==> config.mk <==
export PLATFORM = sky130hd
export DESIGN_NAME = bridge_status_regs
export DESIGN_NICKNAME = d
export VERILOG_FILES = /design/src/inc/bridge_status_pkg.sv /design/src/hw/bridge_status_regs.sv /design/src/hw/w1c_flags.sv
export SDC_FILE = /design/constraint.sdc
export NUM_CORES = 1
export LEC_CHECK = 0
export BUFFER_PORTS_ARGS = -buffer_cell sky130_fd_sc_hd__buf_2
export CORE_MARGIN = 2
export CORE_UTILIZATION = 40
export CTS_BUF_LIST = sky130_fd_sc_hd__clkbuf_16
export CTS_CLUSTER_DIAMETER = 120
export DETAILED_ROUTE_END_ITERATION = 10
export PLACE_DENSITY_LB_ADDON = 0.08
export SLEW_MARGIN = 20
export SYNTH_ARGS = -nofsm -noshare
export SYNTH_HDL_FRONTEND = slang
export SYNTH_SLANG_ARGS = --single-unit
==> constraint.sdc <==
create_clock -name hclk -period 1.8 [get_ports hclk]
set_input_delay 0.27 -clock hclk [delete_from_list [all_inputs] [get_ports hclk]]
set_output_delay 0.27 -clock hclk [all_outputs]
set_load 0.005 [all_outputs]
==> src/inc/bridge_status_pkg.sv <==
// Shared constants for the primary-side status header register bank.
// Assumes a 32-bit AHB-Lite register bus with one word per register.
package bridge_status_pkg;

  // ************************************************************
  // Register byte offsets.
  // ************************************************************
  localparam logic [7:0] CMD_STATUS_OFF = 8'h04;
  localparam logic [7:0] CLASS_REV_OFF = 8'h08;
  localparam logic [7:0] CACHE_LINE_OFF = 8'h0C;

  // ************************************************************
  // Command half: only the parity response enable is held here.
  // ************************************************************
  localparam int PARITY_RESP_BIT = 6;
  localparam logic PARITY_RESP_RESET = 1'h0;

  // ************************************************************
  // Status half, bit positions within the 32-bit word.
  // ************************************************************
  localparam int INTX_PENDING_BIT = 19;
  localparam int CAP_LIST_BIT = 20;
  localparam int CAPABLE_66_BIT = 21;
  localparam int FAST_B2B_BIT = 23;
  localparam int MASTER_PARITY_BIT = 24;
  localparam int DEVSEL_LO_BIT = 25;
  localparam int DEVSEL_HI_BIT = 26;
  localparam int SIG_TARGET_ABORT_BIT = 27;
  localparam int RCV_TARGET_ABORT_BIT = 28;
  localparam int RCV_MASTER_ABORT_BIT = 29;
  localparam int SIG_SYSTEM_ERR_BIT = 30;
  localparam int DETECTED_PARITY_BIT = 31;

  // Sticky error flags sit in a contiguous run of bits.
  localparam int STICKY_LO_BIT = 27;
  localparam int STICKY_COUNT = 5;

  // Capability pointer location that the capability bit advertises.
  localparam logic [7:0] CAP_POINTER_OFF = 8'h34;
  localparam logic CAP_LIST_VALUE = 1'h1;

  // Device-select timing codes.
  localparam logic [1:0] DEVSEL_FAST = 2'h0;
  localparam logic [1:0] DEVSEL_MEDIUM = 2'h1;
  localparam logic [1:0] DEVSEL_SLOW = 2'h2;

  // ************************************************************
  // Class code and revision.
  // ************************************************************
  localparam logic [7:0] PROG_IF_VALUE = 8'h00;
  localparam logic [7:0] SUB_CLASS_VALUE = 8'h80;
  localparam logic [7:0] BASE_CLASS_VALUE = 8'h06;
  localparam int PROG_IF_LO_BIT = 8;
  // Revision default is arbitrary, not tied to any part.
  localparam logic [7:0] REVISION_DEFAULT = 8'h01;

  // ************************************************************
  // Cache line size: bits 5:2 writable, others read zero.
  // ************************************************************
  localparam logic [7:0] CACHE_LINE_MASK = 8'h3C;
  localparam logic [7:0] CACHE_LINE_RESET = 8'h00;

  // ************************************************************
  // Bus answer values.
  // ************************************************************
  localparam logic HRESP_OKAY = 1'h0;
  localparam logic [31:0] UNMAPPED_READ = 32'h00000000;

  // Bus slave phases.
  typedef enum logic [1:0] {
    BUS_IDLE = 2'b01,
    BUS_READ_WAIT = 2'b10
  } bus_state_t;

endpackage
==> src/hw/bridge_status_regs.sv <==
// Primary status, class code and cache line size register bank.
// Assumes a single AHB-Lite master, whole-word transfers, and event
// strobes from the transaction logic that are one-cycle pulses.
`timescale 1ns/100ps
module bridge_status_regs #(
  parameter logic [7:0] REVISION = bridge_status_pkg::REVISION_DEFAULT
) (
  // Clock and reset.
  input wire logic hclk,
  input wire logic hresetn,
  // AHB-Lite slave port.
  input wire logic hsel,
  input wire logic [31:0] haddr,
  input wire logic [1:0] htrans,
  input wire logic hwrite,
  input wire logic [2:0] hsize,
  input wire logic [31:0] hwdata,
  input wire logic hready,
  output logic [31:0] hrdata,
  output logic hreadyout,
  output logic hresp,
  // Operating mode straps.
  input wire logic reverse_mode,
  input wire logic primary_pci_mode,
  // Live state.
  input wire logic intx_pending,
  // Forward bridge event strobes.
  input wire logic fwd_poisoned_cpl_rx,
  input wire logic fwd_poisoned_write_tx,
  input wire logic fwd_completer_abort_sent,
  input wire logic fwd_cpl_abort_rx,
  input wire logic fwd_cpl_unsupported_rx,
  input wire logic fwd_error_msg_sent,
  input wire logic fwd_poisoned_tlp_seen,
  // Reverse bridge event strobes.
  input wire logic rev_read_parity_error,
  input wire logic rev_primary_parity_error_pin_seen,
  input wire logic rev_split_msg_parity_error,
  input wire logic rev_target_abort_signaled,
  input wire logic rev_target_abort_seen,
  input wire logic rev_master_abort_seen,
  input wire logic rev_system_error_pin_driven,
  input wire logic rev_parity_error_seen,
  // Register values seen by the rest of the bridge.
  output logic parity_response_enable,
  output logic [7:0] cache_line_length,
  output logic [15:0] primary_status
);

  // ************************************************************
  // Bus capture.
  // ************************************************************

  // Current slave phase.
  bridge_status_pkg::bus_state_t bus_state_reg;
  // Word address held from the address phase.
  logic [7:0] addr_reg;
  // High during the data phase of an accepted write.
  logic write_pend_reg;
  // Accepted transfer in this cycle's address phase.
  logic accept;

  // A transfer counts only when selected, NONSEQ or SEQ, and the bus
  // is ready; hsize is not checked because only whole words are used.
  assign accept = hsel && htrans[1] && hready;

  // The slave phase: writes finish with no wait, reads take one wait
  // state so that a read right after a write sees the written value.
  always_ff @(posedge hclk or negedge hresetn) begin
    if (!hresetn) begin
      bus_state_reg <= bridge_status_pkg::BUS_IDLE;
    end else begin
      case (bus_state_reg)
        bridge_status_pkg::BUS_IDLE: begin
          // A read moves to the wait state.
          if (accept && !hwrite) begin
            bus_state_reg <= bridge_status_pkg::BUS_READ_WAIT;
          end
        end
        bridge_status_pkg::BUS_READ_WAIT: begin
          // Data is loaded now; back to idle.
          bus_state_reg <= bridge_status_pkg::BUS_IDLE;
        end
        default: begin
          bus_state_reg <= bridge_status_pkg::BUS_IDLE;
        end
      endcase
    end
  end

  // Address and write flag of the transfer now in its data phase.
  always_ff @(posedge hclk or negedge hresetn) begin
    if (!hresetn) begin
      addr_reg <= 8'h00;
      write_pend_reg <= 1'b0;
    end else begin
      write_pend_reg <= accept && hwrite;
      if (accept) begin
        addr_reg <= {haddr[7:2], 2'b00};
      end
    end
  end

  // Ready drops for exactly the one wait cycle of a read.
  always_ff @(posedge hclk or negedge hresetn) begin
    if (!hresetn) begin
      hreadyout <= 1'b1;
    end else begin
      hreadyout <= !(accept && !hwrite &&
                     bus_state_reg == bridge_status_pkg::BUS_IDLE);
    end
  end

  // Every transfer is answered OKAY, unmapped ones included.
  always_ff @(posedge hclk or negedge hresetn) begin
    if (!hresetn) begin
      hresp <= bridge_status_pkg::HRESP_OKAY;
    end else begin
      hresp <= bridge_status_pkg::HRESP_OKAY;
    end
  end

  // ************************************************************
  // Write decode.
  // ************************************************************

  // Write strobes to each word.
  logic wr_cmd_status;
  logic wr_cache_line;

  assign wr_cmd_status =
    write_pend_reg && addr_reg == bridge_status_pkg::CMD_STATUS_OFF;
  assign wr_cache_line =
    write_pend_reg && addr_reg == bridge_status_pkg::CACHE_LINE_OFF;

  // Parity response enable in the command half.
  always_ff @(posedge hclk or negedge hresetn) begin
    if (!hresetn) begin
      parity_response_enable <= bridge_status_pkg::PARITY_RESP_RESET;
    end else if (wr_cmd_status) begin
      parity_response_enable <=
        hwdata[bridge_status_pkg::PARITY_RESP_BIT];
    end
  end

  // Cache line size: unsupported bits are masked off on every write.
  always_ff @(posedge hclk or negedge hresetn) begin
    if (!hresetn) begin
      cache_line_length <= bridge_status_pkg::CACHE_LINE_RESET;
    end else if (wr_cache_line) begin
      cache_line_length <=
        hwdata[7:0] & bridge_status_pkg::CACHE_LINE_MASK;
    end
  end

  // ************************************************************
  // Sticky error flags.
  // ************************************************************

  // Parity flag set term and the other sticky set and clear terms.
  logic parity_set;
  logic parity_flag;
  logic [bridge_status_pkg::STICKY_COUNT-1:0] sticky_set;
  logic [bridge_status_pkg::STICKY_COUNT-1:0] sticky_clear;
  logic [bridge_status_pkg::STICKY_COUNT-1:0] sticky_flags;
  logic [bridge_status_pkg::STICKY_COUNT:0] all_set;
  logic [bridge_status_pkg::STICKY_COUNT:0] all_clear;
  logic [bridge_status_pkg::STICKY_COUNT:0] all_flags;

  // The master parity flag listens only while parity response is on;
  // the event set differs between the two bridge directions.
  always_comb begin
    if (reverse_mode) begin
      parity_set = parity_response_enable &&
        (rev_read_parity_error || rev_primary_parity_error_pin_seen ||
         rev_split_msg_parity_error);
    end else begin
      parity_set = parity_response_enable &&
        (fwd_poisoned_cpl_rx || fwd_poisoned_write_tx);
    end
  end

  // Remaining flags pick their event by direction.
  always_comb begin
    if (reverse_mode) begin
      sticky_set[0] = rev_target_abort_signaled;
      sticky_set[1] = rev_target_abort_seen;
      sticky_set[2] = rev_master_abort_seen;
      sticky_set[3] = rev_system_error_pin_driven;
      sticky_set[4] = rev_parity_error_seen;
    end else begin
      sticky_set[0] = fwd_completer_abort_sent;
      sticky_set[1] = fwd_cpl_abort_rx;
      sticky_set[2] = fwd_cpl_unsupported_rx;
      sticky_set[3] = fwd_error_msg_sent;
      sticky_set[4] = fwd_poisoned_tlp_seen;
    end
  end

  // Writing one to a flag position clears that flag only.
  assign sticky_clear = {bridge_status_pkg::STICKY_COUNT{wr_cmd_status}} &
    hwdata[bridge_status_pkg::DETECTED_PARITY_BIT:
           bridge_status_pkg::STICKY_LO_BIT];

  assign all_set = {sticky_set, parity_set};
  assign all_clear = {sticky_clear, wr_cmd_status &&
    hwdata[bridge_status_pkg::MASTER_PARITY_BIT]};
  assign parity_flag = all_flags[0];
  assign sticky_flags = all_flags[bridge_status_pkg::STICKY_COUNT:1];

  // One bank holds all six write-one-to-clear flags.
  w1c_flags #(
    .WIDTH(bridge_status_pkg::STICKY_COUNT + 1)
  ) u_flags (
    .hclk(hclk),
    .hresetn(hresetn),
    .set_pulse(all_set),
    .clear_pulse(all_clear),
    .flags(all_flags)
  );

  // ************************************************************
  // Status word assembly.
  // ************************************************************

  // Upper half of the command and status word, as software sees it.
  logic [15:0] status_now;

  // Capability bits follow the straps except the constant list bit, reserved bits stay zero.
  always_comb begin
    status_now = 16'h0000;
    status_now[bridge_status_pkg::INTX_PENDING_BIT-16] =
      intx_pending;
    status_now[bridge_status_pkg::CAP_LIST_BIT-16] =
      bridge_status_pkg::CAP_LIST_VALUE;
    status_now[bridge_status_pkg::CAPABLE_66_BIT-16] = reverse_mode;
    status_now[bridge_status_pkg::FAST_B2B_BIT-16] =
      reverse_mode && primary_pci_mode;
    status_now[bridge_status_pkg::MASTER_PARITY_BIT-16] = parity_flag;
    status_now[bridge_status_pkg::DEVSEL_HI_BIT-16:
               bridge_status_pkg::DEVSEL_LO_BIT-16] = reverse_mode ?
      bridge_status_pkg::DEVSEL_MEDIUM :
      bridge_status_pkg::DEVSEL_FAST;
    status_now[bridge_status_pkg::DETECTED_PARITY_BIT-16:
               bridge_status_pkg::STICKY_LO_BIT-16] = sticky_flags;
  end

  // Registered copy for the rest of the bridge.
  always_ff @(posedge hclk or negedge hresetn) begin
    if (!hresetn) begin
      primary_status <= 16'h0000;
    end else begin
      primary_status <= status_now;
    end
  end

  // ************************************************************
  // Read data.
  // ************************************************************

  // Read mux over the mapped words.
  logic [31:0] read_word;

  always_comb begin
    case (addr_reg)
      bridge_status_pkg::CMD_STATUS_OFF: begin
        // Other command bits belong to logic outside this bank.
        read_word = {status_now, 16'h0000};
        read_word[bridge_status_pkg::PARITY_RESP_BIT] =
          parity_response_enable;
      end
      bridge_status_pkg::CLASS_REV_OFF: begin
        read_word = {bridge_status_pkg::BASE_CLASS_VALUE,
                     bridge_status_pkg::SUB_CLASS_VALUE,
                     bridge_status_pkg::PROG_IF_VALUE,
                     REVISION};
      end
      bridge_status_pkg::CACHE_LINE_OFF: begin
        // Latency timer and header type are not held here.
        read_word = {24'h000000, cache_line_length};
      end
      default: begin
        read_word = bridge_status_pkg::UNMAPPED_READ;
      end
    endcase
  end

  // Read data is loaded in the wait cycle and then held.
  always_ff @(posedge hclk or negedge hresetn) begin
    if (!hresetn) begin
      hrdata <= 32'h00000000;
    end else if (bus_state_reg == bridge_status_pkg::BUS_READ_WAIT) begin
      hrdata <= read_word;
    end
  end

endmodule

==> src/hw/w1c_flags.sv <==
// Bank of sticky flags: hardware sets, software clears by writing one.
// Assumes set and clear strobes are synchronous to hclk.
`timescale 1ns/100ps
module w1c_flags #(
  parameter int WIDTH = 5
) (
  // Clock and reset.
  input wire logic hclk,
  input wire logic hresetn,
  // Set and clear strobes, one per flag.
  input wire logic [WIDTH-1:0] set_pulse,
  input wire logic [WIDTH-1:0] clear_pulse,
  // Flag values.
  output logic [WIDTH-1:0] flags
);

  // ************************************************************
  // Flag cells.
  // ************************************************************

  // One cell per flag. A set in the same cycle as a clear wins, so an
  // error that lands while software is clearing the flag is not lost.
  for (genvar i = 0; i < WIDTH; i++) begin : g_flag
    always_ff @(posedge hclk or negedge hresetn) begin
      if (!hresetn) begin
        flags[i] <= 1'b0;
      end else if (set_pulse[i]) begin
        flags[i] <= 1'b1;
      end else if (clear_pulse[i]) begin
        flags[i] <= 1'b0;
      end
    end
  end

endmodule

==> run metrics <==
status finished, final reports clean; Critical Path Start Type register; Power Dens Cells 890 mW/mm^2; vias in the first global route 1362; Yosys warning total 0; DR WL met2 2.08 mm; setup_tns 0 ns; drt first pass iters 4; Yosys top cell area share 56.3%; Port Buffer Count 75; Avg Cell Area, Syn 11.4 um^2; Synth Instances 179; Top Layer Used met4; Total GRT Usage 15.6%; max reg flops 17; part of the Yosys area used for sequential elements 58.9%; Total Wirelength 4.24 mm; diode count 0; post-route cell area 0.00255 mm^2; full die area 0.00570 mm^2; HP Start intx_pending; mux cell area share after synthesis 6.06%; Top Registers hrdata: 17 flops, primary_status: 10 flops; GP Congestion 0.735; Synth Area in XOR/XNOR 0%; wire per inst 13.0 um; RSZ-0062 raised after global routing no; CP Capture Type register; maxcap violations 0; Clock Tree Root clkbuf_16; Final min period 1.52 ns; leakage 0.00122 uW; Via-to-Cell Ratio 4.48; Synth Area in Compound Gates 7.77%; clk buf depth 2; Fin. Hold Viols 0; Die Width 75.5 um; min-delay worst type input pin to register; Req. time, crit path 1.96 ns; clock skew 0.00414 ns; Die H 75.5 um; CP Launch Point addr_reg[7]$_DFFE_PN0P_; DRC viols 0; initial antenna violation count 0; mapped cell area 0.00204 mm^2; post-CTS sizing 0; total CTS buffers 5; final-report setup violation count 0; met3 wire len 298 um; worst endpoint data arrival time 1.68 ns; Final period util 84.3%; IO Pins 151; total core area 0.00501 mm^2; kind of critical path register to register; ANT nets after route 0; Nets 347; CTS HTree Levels 2; largest family of logic cells by synthesized area simple AND/OR/NAND/NOR gates; simple logic cell fraction of the synthesized area 14.9%; CTS tree built; via count 1460; Biggest register hrdata; Reg clk slew, reported paths 0.06 ns; synth top area cells dfrtp_1 56%, buf_4 9.5%, mux2_2 6.1%; Worst slew margin 53.0%; reg2reg start addr_reg[7]$_DFFE_PN0P_; Slew @ Worst Pin 0.702 ns; Crit Path Max Fanout 12; Area Overhead vs Synth 24.5%; clock sinks 48; dpl cell area 0.00240 mm^2; Final Max Tran Viols 0; share of layout cells above drive strength 1 40.2%; DP HPWL 3.11 mm; maximum vdd drop 0.000365 V; Initial Util 40.8%; std cell rows 26; DR iter-0 viols 67; leading area contributor after synthesis dfrtp_1; Post-Synth Adder-Cell Area 0%; met1 WL 1.80 mm; GRT overflow 0; post-synthesis cell type count 27; fmax 659 MHz; largest net degree at the start of global routing 33; Worst-Skew Late Latency 0.28 ns; first-pass GRT wire length 6.49 mm; FF+latch count, synth 48
## worst max-delay path: stages (launching register included)
cell,delay [ns]
dfrtp_1,0.40
nor4_4,0.32
buf_4,0.24
nand4_1,0.12
a221o_1,0.32
## cell usage after synthesis
master / instances
or4b_2: 2
mux2_2: 11
a22o_1: 1
conb_1: 2
inv_1: 2
nor2b_1: 7
o21ai_0: 16
nand3_2: 1
dfstp_2: 2
a31oi_1: 2
and2_1: 1
nand2_1: 28
buf_2: 4
buf_4: 26
a221o_1: 5
nand3_1: 4
o31ai_1: 1
nand2b_1: 1
nor2_1: 4
dfrtp_1: 46
clkbuf_2: 1
nand4_1: 6
clkbuf_1: 2
nand3b_1: 1
buf_6: 1
nor4_4: 1
and4_4: 1
## layout make-up
type                            count  area (um^2)
Clock buffer                        5          125
Clock inverter                      3         11.3
Fill cell                         496         2460
Inverter                            2         7.51
Multi-Input combinational cell    118          683
Sequential cell                    48         1200
Tap cell                           70         87.6
Timing Repair Buffer               80          428
## routing by layer
| layer | global-route usage, % | vias up |
|---|---|---|
| met5 | 0 | - |
| li1 | - | 711 |
| met2 | 25.8 | 50 |
| met4 | 5.26 | 0 |
| met3 | 4.89 | 6 |
| met1 | 19.3 | 693 |
## placed cells by master (no fill, tap or decap)
master	instances
a221o_1	5
dfrtp_1	46
dlygate4sd3_1	1
nand3b_1	1
nand3_2	1
nand2b_1	1
buf_12	1
conb_1	25
buf_4	3
a22o_1	1
nor2_1	4
and4_4	1
nor2b_1	6
nor4_4	1
nand3_1	4
clkbuf_16	5
nor2b_2	1
inv_1	4
and2_1	1
a31oi_1	2
dfstp_2	2
mux2_2	11
nand2_1	28
o31ai_1	1
or4b_2	2
nand4_1	6
clkinv_1	1
o21ai_0	16
buf_2	75
## through the flow
stage | hold slack, ns | total power, uW | std cells | setup WS, ns | utilization [%]
4_1_cts | 0.0994 | 2300 | 326 | 0.121 | 50.8
3_3_place_gp | 0.229 | 1430 | 317 | 0.145 | 47.9
2_1_floorplan | -0.0256 | 1340 | 202 | 0.345 | -
3_5_place_dp | 0.223 | 1440 | 317 | 0.126 | 47.9
6_report | 0.106 | 2270 | 326 | 0.283 | 50.8
5_1_grt | 0.102 | 2390 | 326 | 0.168 | 50.8
## kinds of logic (layout without fill, tap and decap cells)
kind of cell | Yosys count | after routing
compound gates | 25 | 25
other cells | 2 | 25
buf+inv | 36 | 90
flops | 48 | 48
simple gates | 57 | 57
mux | 11 | 11
## power breakdown
group          leakage, uW  internal [uW]  total, uW  switching [uW]
combinational     0.000589            113        229             116
clock            0.0000738            499        853             354
sequential        0.000560           1140       1180            46.8
total              0.00122           1750       2270             517
## what timing repair did
action / in CTS / in global routing
hold buffers: 1 / 0
setup buffers: 0 / 0
setup endpoints to repair: 0 / 0
hold endpoints to repair: 14 / 0
## final timing paths
check | to | slack, ns | cells past startpoint
worst max-delay path | u_flags.flags[3]$_DFFE_PN0P_ | 0.28 | 4
worst min-delay path | primary_status[3]$_DFF_PN0_ | 0.11 | 1
worst max register to register | u_flags.flags[3]$_DFFE_PN0P_ | 0.28 | 4
worst min register to register | primary_status[13]$_DFF_PN0_ | 0.40 | 0
max in group asynchronous | write_pend_reg$_DFF_PN0_ | 0.85 | 3
min in group asynchronous | primary_status[4]$_DFF_PN0_ | 0.45 | 2
No activity file was read; power rests on OpenSTA's default activity.
